--- src/hw/daft_cfg.svh ---
// Constants of the destination address forwarding table.
// Assumes inclusion by the table store and top design files of this block only.
`ifndef DAFT_CFG_SVH
`define DAFT_CFG_SVH
`define DAFT_FILT_FIRST 8'h50
`define DAFT_FILT_LAST 8'h6F
`define DAFT_MASK_FIRST 8'h70
`define DAFT_MASK_LAST 8'h73
`define DAFT_BIT_PORT2 31
`define DAFT_BIT_PORT1 30
`define DAFT_BIT_HIPRI 19
`define DAFT_BIT_PEER 17
`define DAFT_BIT_HOST 16
`define DAFT_UPR_WMASK 32'hC00BFFFF
`define DAFT_UPR_RESET 32'h00000000
`define DAFT_LWR_RESET 32'h00000000
`define DAFT_MASKU_RESET 16'hFFFF
`define DAFT_MASKL_RESET 32'hFFFFFFFF
`define DAFT_MASK_FULL 48'hFFFFFFFFFFFF
`define DAFT_LAST_IDX 4'hF
`define DAFT_MASKED_ENTRIES 4'h2
`define DAFT_ANS_MIN 2
`define DAFT_ANS_MAX 18
`endif

--- src/hw/daft_pkg.sv ---
// Types of the destination address forwarding table.
// Assumes daft_cfg.svh on the include path.
package daft_pkg;
  typedef enum logic [1:0] {
    daft_st_idle = 2'b00,
    daft_st_scan = 2'b01,
    daft_st_done = 2'b11
  } daft_state_t;

  typedef enum logic {
    daft_rx_first = 1'b0,
    daft_rx_second = 1'b1
  } daft_rx_port_t;

  typedef struct packed {
    logic filt;
    logic mask;
    logic lower;
    logic [3:0] idx;
  } daft_dec_t;
endpackage

--- src/hw/daft_table_mem.sv ---
// Sixteen-entry table store, one word per entry: rule and upper address over lower address.
// Assumes one clock, synchronous active-low reset; both read ports answer one cycle later.
`timescale 1ns/1ps
`include "daft_cfg.svh"
module daft_table_mem (
  // Clock and reset
  input wire logic clock,
  input wire logic resetn,
  // Write port
  input wire logic wr_en,
  input wire logic [3:0] wr_addr,
  input wire logic [63:0] wr_data,
  // Register read port
  input wire logic [3:0] a_addr,
  output logic [63:0] a_rdata,
  // Scan read port
  input wire logic [3:0] b_addr,
  output logic [63:0] b_rdata
);
  logic [63:0] mem_ff [16];
  logic [63:0] nxt_mem [16];
  logic [63:0] a_rdata_ff;
  logic [63:0] b_rdata_ff;

  always_comb begin
    for (int i = 0; i < 16; i++) begin
      nxt_mem[i] = mem_ff[i];
    end
    if (wr_en) begin
      nxt_mem[wr_addr] = wr_data;
    end
  end

  always_ff @(posedge clock) begin
    if (!resetn) begin
      for (int i = 0; i < 16; i++) begin
        mem_ff[i] <= {`DAFT_UPR_RESET, `DAFT_LWR_RESET};
      end
      a_rdata_ff <= {`DAFT_UPR_RESET, `DAFT_LWR_RESET};
      b_rdata_ff <= {`DAFT_UPR_RESET, `DAFT_LWR_RESET};
    end else begin
      for (int i = 0; i < 16; i++) begin
        mem_ff[i] <= nxt_mem[i];
      end
      a_rdata_ff <= mem_ff[a_addr];
      b_rdata_ff <= mem_ff[b_addr];
    end
  end

  assign a_rdata = a_rdata_ff;
  assign b_rdata = b_rdata_ff;

  for (genvar g = 0; g < 16; g++) begin : g_commit

  end
endmodule

--- src/hw/daft_top.sv ---
// Destination address filter and forwarding table with its register port and lookup engine.
// Assumes the serial host engine drives the register port and the switch drives lookups, same clock.
`timescale 1ns/1ps
`include "daft_cfg.svh"
module daft_top (
  // Clock and reset
  input wire logic clock,
  input wire logic resetn,
  // Register port
  input wire logic reg_wr_en,
  input wire logic reg_rd_en,
  input wire logic [7:0] reg_addr,
  input wire logic [31:0] reg_wdata,
  output logic [31:0] reg_rdata,
  output logic reg_rvalid,
  // Lookup request
  input wire logic lookup_req,
  input wire logic [47:0] lookup_da,
  input wire daft_pkg::daft_rx_port_t lookup_port,
  // Lookup answer
  output logic lookup_busy,
  output logic lookup_done,
  output logic lookup_hit,
  output logic forward_port_a,
  output logic forward_to_peer_port,
  output logic lookup_drop,
  output logic host_queue_priority
);
  import daft_pkg::*;

  function automatic daft_dec_t daft_decode(input logic [7:0] a);
    logic [7:0] off;
    daft_dec_t d;
    off = a - `DAFT_FILT_FIRST;
    d = '0;
    if (a >= `DAFT_FILT_FIRST && a <= `DAFT_FILT_LAST) begin
      d.filt = 1'b1;
      d.lower = off[0];
      d.idx = off[4:1];
    end else if (a >= `DAFT_MASK_FIRST && a <= `DAFT_MASK_LAST) begin
      off = a - `DAFT_MASK_FIRST;
      d.mask = 1'b1;
      d.lower = off[0];
      d.idx = {3'h0, off[1]};
    end
    return d;
  endfunction

  // Register side state
  daft_dec_t wr_dec, rd_dec, rd_dec_ff, nxt_rd_dec;
  logic [31:0] stage_upr_ff, nxt_stage_upr;
  logic [15:0] stage_mask_ff, nxt_stage_mask;
  logic [47:0] mask_ff [2];
  logic [47:0] nxt_mask [2];
  logic rd_pend_ff, nxt_rd_pend;
  logic [31:0] rdata_ff, nxt_rdata;
  logic rvalid_ff, nxt_rvalid;
  logic mem_we;
  logic [63:0] mem_a_rdata, mem_b_rdata;

  assign wr_dec = daft_decode(reg_addr);
  assign rd_dec = daft_decode(reg_addr);
  assign mem_we = reg_wr_en && wr_dec.filt && wr_dec.lower;

  always_comb begin
    nxt_stage_upr = stage_upr_ff;
    nxt_stage_mask = stage_mask_ff;
    nxt_mask = mask_ff;
    nxt_rd_pend = reg_rd_en;
    nxt_rd_dec = rd_dec;
    nxt_rvalid = rd_pend_ff;
    nxt_rdata = rdata_ff;
    if (reg_wr_en && wr_dec.filt && !wr_dec.lower) begin
      nxt_stage_upr = reg_wdata & `DAFT_UPR_WMASK;
    end
    if (reg_wr_en && wr_dec.mask) begin
      if (!wr_dec.lower) begin
        nxt_stage_mask = reg_wdata[15:0];
      end else begin
        nxt_mask[wr_dec.idx[0]] = {stage_mask_ff, reg_wdata};
      end
    end
    if (rd_pend_ff) begin
      nxt_rdata = 32'h00000000;
      if (rd_dec_ff.filt) begin
        nxt_rdata = rd_dec_ff.lower ? mem_a_rdata[31:0] : mem_a_rdata[63:32];
      end else if (rd_dec_ff.mask) begin
        nxt_rdata = rd_dec_ff.lower ? mask_ff[rd_dec_ff.idx[0]][31:0] :
                    {16'h0000, mask_ff[rd_dec_ff.idx[0]][47:32]};
      end
    end
  end

  always_ff @(posedge clock) begin
    if (!resetn) begin
      stage_upr_ff <= `DAFT_UPR_RESET;
      stage_mask_ff <= `DAFT_MASKU_RESET;
      mask_ff[0] <= {`DAFT_MASKU_RESET, `DAFT_MASKL_RESET};
      mask_ff[1] <= {`DAFT_MASKU_RESET, `DAFT_MASKL_RESET};
      rd_pend_ff <= 1'b0;
      rd_dec_ff <= '0;
      rvalid_ff <= 1'b0;
      rdata_ff <= 32'h00000000;
    end else begin
      stage_upr_ff <= nxt_stage_upr;
      stage_mask_ff <= nxt_stage_mask;
      mask_ff <= nxt_mask;
      rd_pend_ff <= nxt_rd_pend;
      rd_dec_ff <= nxt_rd_dec;
      rvalid_ff <= nxt_rvalid;
      rdata_ff <= nxt_rdata;
    end
  end

  // Lookup state
  daft_state_t state_ff, nxt_state;
  logic [4:0] idx_ff, nxt_idx;
  logic chk_ff, nxt_chk;
  logic [3:0] chk_idx_ff, nxt_chk_idx;
  logic [47:0] da_ff, nxt_da;
  daft_rx_port_t port_ff, nxt_port;
  logic done_ff, nxt_done, hit_ff, nxt_hit, busy_ff, nxt_busy, drop_ff, nxt_drop, hipri_ff, nxt_hipri;
  logic [31:0] hit_upr_ff, nxt_hit_upr;
  logic [47:0] hit_addr_ff, nxt_hit_addr, hit_mask_ff, nxt_hit_mask;
  logic [31:0] e_upr;
  logic [47:0] e_addr, e_mask;
  logic e_en, e_match;

  daft_table_mem u_mem (
    .clock(clock),
    .resetn(resetn),
    .wr_en(mem_we),
    .wr_addr(wr_dec.idx),
    .wr_data({stage_upr_ff, reg_wdata}),
    .a_addr(rd_dec.idx),
    .a_rdata(mem_a_rdata),
    .b_addr(idx_ff[3:0]),
    .b_rdata(mem_b_rdata)
  );

  always_comb begin
    e_upr = mem_b_rdata[63:32];
    e_addr = {e_upr[15:0], mem_b_rdata[31:0]};
    e_mask = (chk_idx_ff < `DAFT_MASKED_ENTRIES) ? mask_ff[chk_idx_ff[0]] : `DAFT_MASK_FULL;
    e_en = (port_ff == daft_rx_second) ? e_upr[`DAFT_BIT_PORT2] : e_upr[`DAFT_BIT_PORT1];
    e_match = chk_ff && e_en && (((e_addr ^ da_ff) & e_mask) == 48'h000000000000);
    nxt_state = state_ff;
    nxt_idx = idx_ff;
    nxt_chk = 1'b0;
    nxt_chk_idx = idx_ff[3:0];
    nxt_da = da_ff;
    nxt_port = port_ff;
    nxt_done = 1'b0;
    nxt_hit = hit_ff;
    nxt_hit_upr = hit_upr_ff;
    nxt_hit_addr = hit_addr_ff;
    nxt_hit_mask = hit_mask_ff;
    case (state_ff)
      daft_st_idle: begin
        if (lookup_req) begin
          nxt_state = daft_st_scan;
          nxt_idx = 5'h00;
          nxt_da = lookup_da;
          nxt_port = lookup_port;
        end
      end
      daft_st_scan: begin
        nxt_chk = !idx_ff[4];
        nxt_idx = idx_ff[4] ? idx_ff : idx_ff + 5'h01;
        if (e_match) begin
          nxt_state = daft_st_done;
          nxt_done = 1'b1;
          nxt_hit = 1'b1;
          nxt_hit_upr = e_upr;
          nxt_hit_addr = e_addr;
          nxt_hit_mask = e_mask;
        end else if (chk_ff && chk_idx_ff == `DAFT_LAST_IDX) begin
          nxt_state = daft_st_done;
          nxt_done = 1'b1;
          nxt_hit = 1'b0;
          nxt_hit_upr = 32'h00000000;
        end
      end
      daft_st_done: begin
        nxt_state = daft_st_idle;
      end
      default: begin
        nxt_state = daft_st_idle;
      end
    endcase
    nxt_drop = nxt_hit && !nxt_hit_upr[`DAFT_BIT_HOST] && !nxt_hit_upr[`DAFT_BIT_PEER];
    nxt_hipri = nxt_hit_upr[`DAFT_BIT_HIPRI] && nxt_hit_upr[`DAFT_BIT_HOST];
    nxt_busy = (nxt_state != daft_st_idle);
  end

  always_ff @(posedge clock) begin
    if (!resetn) begin
      state_ff <= daft_st_idle;
      idx_ff <= 5'h00;
      chk_ff <= 1'b0;
      chk_idx_ff <= 4'h0;
      da_ff <= 48'h000000000000;
      port_ff <= daft_rx_first;
      done_ff <= 1'b0;
      hit_ff <= 1'b0;
      busy_ff <= 1'b0;
      hit_upr_ff <= 32'h00000000;
      hit_addr_ff <= 48'h000000000000;
      hit_mask_ff <= 48'h000000000000;
      drop_ff <= 1'b0;
      hipri_ff <= 1'b0;
    end else begin
      state_ff <= nxt_state;
      idx_ff <= nxt_idx;
      chk_ff <= nxt_chk;
      chk_idx_ff <= nxt_chk_idx;
      da_ff <= nxt_da;
      port_ff <= nxt_port;
      done_ff <= nxt_done;
      hit_ff <= nxt_hit;
      busy_ff <= nxt_busy;
      hit_upr_ff <= nxt_hit_upr;
      hit_addr_ff <= nxt_hit_addr;
      hit_mask_ff <= nxt_hit_mask;
      drop_ff <= nxt_drop;
      hipri_ff <= nxt_hipri;
    end
  end

  assign reg_rdata = rdata_ff;
  assign reg_rvalid = rvalid_ff;
  assign lookup_busy = busy_ff;
  assign lookup_done = done_ff;
  assign lookup_hit = hit_ff;
  assign forward_port_a = hit_upr_ff[`DAFT_BIT_HOST];
  assign forward_to_peer_port = hit_upr_ff[`DAFT_BIT_PEER];
  assign host_queue_priority = hipri_ff;
  assign lookup_drop = drop_ff;
endmodule

--- config.mk ---
export PLATFORM = sky130hd
export DESIGN_NAME = daft_top
export DESIGN_NICKNAME = d
export VERILOG_FILES = /design/src/hw/daft_pkg.sv /design/src/hw/daft_table_mem.sv /design/src/hw/daft_top.sv
export VERILOG_INCLUDE_DIRS = /design/src /design/src/hw
export SDC_FILE = /design/constraint.sdc
export NUM_CORES = 2
export LEC_CHECK = 0
export BUFFER_PORTS_ARGS = -buffer_cell sky130_fd_sc_hd__buf_4
export CORE_UTILIZATION = 40
export DETAILED_ROUTE_END_ITERATION = 7
export GPL_ROUTABILITY_DRIVEN = 1
export GPL_TIMING_DRIVEN = 0
export SYNTH_ARGS = -nofsm -noshare
export SYNTH_HDL_FRONTEND = slang
export SYNTH_HIERARCHICAL = 1
export SYNTH_SLANG_ARGS = --single-unit
--- constraint.sdc ---
create_clock -name clock -period 2.82 [get_ports clock]
set_input_delay 0.282 -clock clock [delete_from_list [all_inputs] [get_ports clock]]
set_output_delay 0.282 -clock clock [all_outputs]
set_load 0.01 [all_outputs]
* Yosys cells after proc, flatten, opt, wreduce, memory -nomap -nowiden *
Memory sizes are Yosys's and may differ from the RTL's. A register that Yosys moved wholly into a read port is not among the register bits.
Index checks and enable logic that the tools add are counted.

word-level totals
  bits in registers = 257
  bits in writable memories = 1024
  input bits = 94
  output and inout bits = 40
  memories kept = 1

memories
  memory        depth  bits a word  rd ports  clocked after memory_dff  write ports  RTL line              RTL
  u_mem.mem_ff  16     64           18        2                         16           daft_table_mem.sv:20  logic [63:0] mem_ff [16];

cells by class
  $add $sub $neg = 3
  order comparisons = 11
  eq/ne operators = 4
  muxes and demuxes = 56
  bitwise gates (word level) = 23
  reductions and logical operators = 32

operators with widths
  operator                                                                             number
  64-bit two-way mux                                                                   17
  1024-bit bitwise mux                                                                 1
  1024-bit two-way mux                                                                 1
  48-bit two-way mux                                                                   8
  64-bit demux with 4-bit select                                                       1
  32-bit two-way mux                                                                   4
  96-bit bitwise mux                                                                   1
  20-bit two-way mux                                                                   3
  48-bit bitwise AND                                                                   1
  48-bit demux with 1-bit select                                                       1
  48-bit zero test                                                                     1
  48-bit bitwise XOR                                                                   1
  8-bit by 7-bit greater-or-equal comparator with 1-bit output, second input constant  2
  8-bit by 7-bit less-or-equal comparator with 1-bit output, second input constant     2
  1-bit bitwise OR                                                                     16
  5-bit two-way mux                                                                    3
  1-bit logical AND                                                                    14
  2-bit AND reduction                                                                  6
  1-bit two-way mux                                                                    10
  5-bit case mux with 2 select lines                                                   1
  2-bit greater-or-equal comparator, second input constant                             3
  1-bit zero test                                                                      6
  2-bit two-way mux                                                                    3
  6-bit two-way mux                                                                    1
  17 further kinds                                                                     22

* Depth between registers and ports, before layout *
  word-level depth = 13
  gate-level depth with buffers = 13

* Hierarchy *
The synthesis kept the hierarchy.

modules (own cells, without submodules)
  module          instances  cells each  area an instance (um2)  sequential area each (um2)
  daft_table_mem  1          6828        57784.2                 23062.1
  daft_top        1          1331        11175.7                 4804.6

* Least setup slack after synthesis *
Ideal clock, no wire load.

  path kind = input to register
  start = in reg_addr[6]
  end = reg u_mem.a_rdata_ff[39] (netlist: u_mem/a_rdata[39]) (read register of u_mem.mem_ff)
  library setup time = 131 ps
  data arrival time = 2557 ps
  required time = 2689 ps
  path slack = 132 ps
  cell stages on the path = 10
  cells stage by stage = nor2b_1 > nand2_1 > nor4b_2 > or2_2 > and2_1 > buf_2 > buf_2 > mux4_2 > o21ai_0 > o21ai_0

RTL lines
  what         RTL line              RTL
  from (decl)  daft_top.sv:12        input wire logic [7:0] reg_addr,
  to (decl)    daft_table_mem.sv:22  logic [63:0] a_rdata_ff;

==> results.tsv <==
stage	metric	value	unit
drt	Routed Antenna Nets	0	
sta	setup TNS	-3940	ps
global_route	GR Overflow Total	0	
sta	clock period minus worst slack	3060	ps
setup_path	crit-path max FO	10	
sta	Tightest Pin Transition	1560	ps
sta	worst hold slack	122	ps
global_route	largest net degree at the start of global routing	17	
sta	final worst path period share	108	%
place	Port-buffer cells	133	
finish	Post-Route Utilization	47.3	%
power	register share of total power	43.4	%
drt	Via-to-Cell Ratio	6.19	
logic_synthesis	YS warnings	6	
drt	vias	66700	
finish	P&R area growth vs syn	17.3	%
global_route	vias in the first global route	60900	
power	net switching power of the design	0.0121	W
place	routability congestion estimate	1.05	
power	Gate power share	9.3	%
power	clock network fraction of design power	47.3	%
drt	Pre-Repair DR Iteration Count	8	
setup_path	WS Path Type	in2reg	
setup_path	CP Launch Type	input pin	
worst_hold_path	hold depth	5	
power	maximum vdd drop	0.000706	V
floorplanning	Core ar.	0.167	sq mm
clock_tree	CTS max path bufs	3	
drt	Starting DRT DRC Count	10100	
clock_tree	clock sinks	1381	
power	internal power	0.0336	W
drt	DRC Markers	19	
drt	wire per inst	33.7	um
flow_run	Max Cap Viol	3	
outcome	status	complete, but fails checks	
clock_tree	clock root cell	clkbuf_16	
global_route	first-pass GRT wire length	486000	um
outcome	failing checks	design-rule violations, max-capacitance violations, max-slew violations, negative setup slack	
setup_path	reg2reg start	idx_ff[3]$_SDFFE_PN0P_	
finish	Layout fillers	16300	
finish	nets	8506	
sta	clock skew	45.7	ps
setup_path	nature of the critical path endpoint	flop	
floorplanning	I/O Pins	134	
sta	max-slew violations	34	
clock_tree	CTS clk-pin slew, worst paths	60	ps
worst_hold_path	min-delay worst type	in2reg	
power	Leakage	26.1	nW
power	PD cells	578	mW/mm^2
worst_hold_path	HP Start	reg_addr[5]	
floorplanning	die area	0.170	sq mm
setup_path	reg2reg path depth	4	
setup_path	capture point of the worst reg-to-reg path	u_mem/b_rdata[11]$_SDFF_PN0_	
setup_path	Arr. time, crit path	3620	ps
place	DP Worst Slack	-2280	ps
worst_hold_path	WHS Endpoint	stage_upr_ff[31]$_SDFFE_PN0P_	
floorplanning	row count	150	
clock_tree	CTS tree	yes	
floorplanning	Starting Density	40.3	%
setup_path	setup slack, reg-to-reg	-220	ps
clock_tree	Num CTS Buffers	157	
power	sw frac	26.4	%
finish	layout cells sized above 1	11.8	%
sta	setup violators final	69	
sta	Slew headroom	-3.84	%
clock_tree	clk_lat worst skew	850	ps
floorplanning	Die W	412	um
global_route	total track usage	41.2	%
global_route	initial antenna violation count	34	
sta	Final WS setup	-236	ps
logic_synthesis	Mapped Area	0.0674	sq mm
logic_synthesis	Avg Inst Size Synth	8.44	sq um
sta	fmax	0.327	GHz
logic_synthesis	Mapped Cells	7989	
clock_tree	H-tree depth	4	
floorplanning	Die Y	412	um
setup_path	Req. time, crit path	3380	ps
drt	final WL	363000	um
place	Detailed Place HPWL	260000	um
sta	Fin. Hold Viols	0	
-- layer usage --
metal  global-route usage [%]  up-vias  routed length, um
li1                         -    28200                  -
met1                     49.7    32200             134000
met3                     14.3     1355              46500
met5                        0        -                235
met2                     59.8     4940             148000
met4                     31.9       16              34200
-- through the flow --
| step | instances | area, sq um | total power (W) |
|---|---|---|---|
| after floorplan | 7999 | 67400 | 0.0221 |
| after global placement | 10300 | 71200 | 0.0240 |
| after detailed placement | 10300 | 71300 | 0.0240 |
| after CTS | 10700 | 78500 | 0.0454 |
| after global routing | 10700 | 79000 | 0.0464 |
| final | 10800 | 79000 | 0.0457 |
-- repair_timing --
action | CTS | global route
setup endpoints to repair | 1042 | 581
gates resized for setup | 275 | 109
pin swaps | 7 | 5
hold buffers | 88 | 0
setup buffers | 15 | 11
endpoints found under the hold margin | 163 | 0
-- cell type report --
type | instances | area (sq um) | area share [%]
multi-input combinational | 5807 | 36700 | 46.5
sequential | 1381 | 27600 | 35.0
clock buffer | 239 | 4760 | 6.03
buffer | 807 | 4170 | 5.27
tap | 2204 | 2760 | 3.49
timing repair buffer | 254 | 2310 | 2.93
clock inverter | 44 | 559 | 0.708
antenna | 41 | 103 | 0.130
inverter | 3 | 11.3 | 0.0142
-- worst max path at each step --
stage | startpoint | to | slack [ps] | depth (start not counted)
floorplan | reg_addr[6] | u_mem/a_rdata[39]$_SDFF_PN0_ | 130 | 10
global placement | reg_addr[7] | u_mem/a_rdata[43]$_SDFF_PN0_ | -2340 | 9
detailed placement | reg_addr[7] | u_mem/a_rdata[51]$_SDFF_PN0_ | -2280 | 13
CTS | reg_addr[4] | u_mem/mem_ff[10][20]$_SDFFE_PN0P_ | 1 | 8
global route | reg_addr[7] | u_mem/mem_ff[15][16]$_SDFFE_PN0P_ | -5 | 13
finish | reg_addr[4] | u_mem/a_rdata[37]$_SDFF_PN0_ | -240 | 8
-- critical path: stages --
cell	delay, ps
buf_4	130
xor2_1	350
and3_2	440
nor2b_1	510
clkbuf_1	1090
a22oi_1	370
nand2_1	200
o22ai_1	210
-- cell usage in the layout (no fill, tap or decap), types with 12 or more instances in the layout --
cell	count
mux2_2	16
and2_1	13
clkinv_2	19
a22oi_1	427
dfxtp_1	1380
buf_4	221
clkbuf_4	19
clkbuf_2	76
buf_1	16
mux4_2	51
o22ai_1	50
a21oi_1	49
a21boi_0	664
o211a_1	33
buf_6	48
mux2i_1	922
xnor2_1	48
clkbuf_8	40
a221oi_1	34
dlygate4sd3_1	88
buf_2	197
nand2_1	2668
nor4_1	20
clkbuf_1	407
nand3_1	120
o21ai_0	64
a21boi_1	431
nor2b_1	12
diode_2	41
clkbuf_16	163
o22ai_2	21
-- power groups by stage --
| stage | combinational (W) | sequential [W] | clock [W] |
|---|---|---|---|
| 4_1_cts | 0.00396 | 0.0198 | 0.0216 |
| 5_1_grt | 0.00419 | 0.0198 | 0.0224 |
| 2_1_floorplan | 0.00188 | 0.0202 | 0 |
| 6_report | 0.00427 | 0.0198 | 0.0216 |
| 3_3_place_gp | 0.00378 | 0.0202 | 0 |
| 3_5_place_dp | 0.00378 | 0.0202 | 0 |
-- registers in the layout (all words and copies together) (netlist names), 4 cells and up --
signal         flops
da_ff             48
stage_upr_ff      21
u_mem/a_rdata     64
rd_dec_ff          4
chk_idx_ff         4
u_mem/mem_ff    1024
stage_mask_ff     16
mask_ff           96
idx_ff             5
reg_rdata         32
u_mem/b_rdata     53
(Power assumes the default switching activity.)
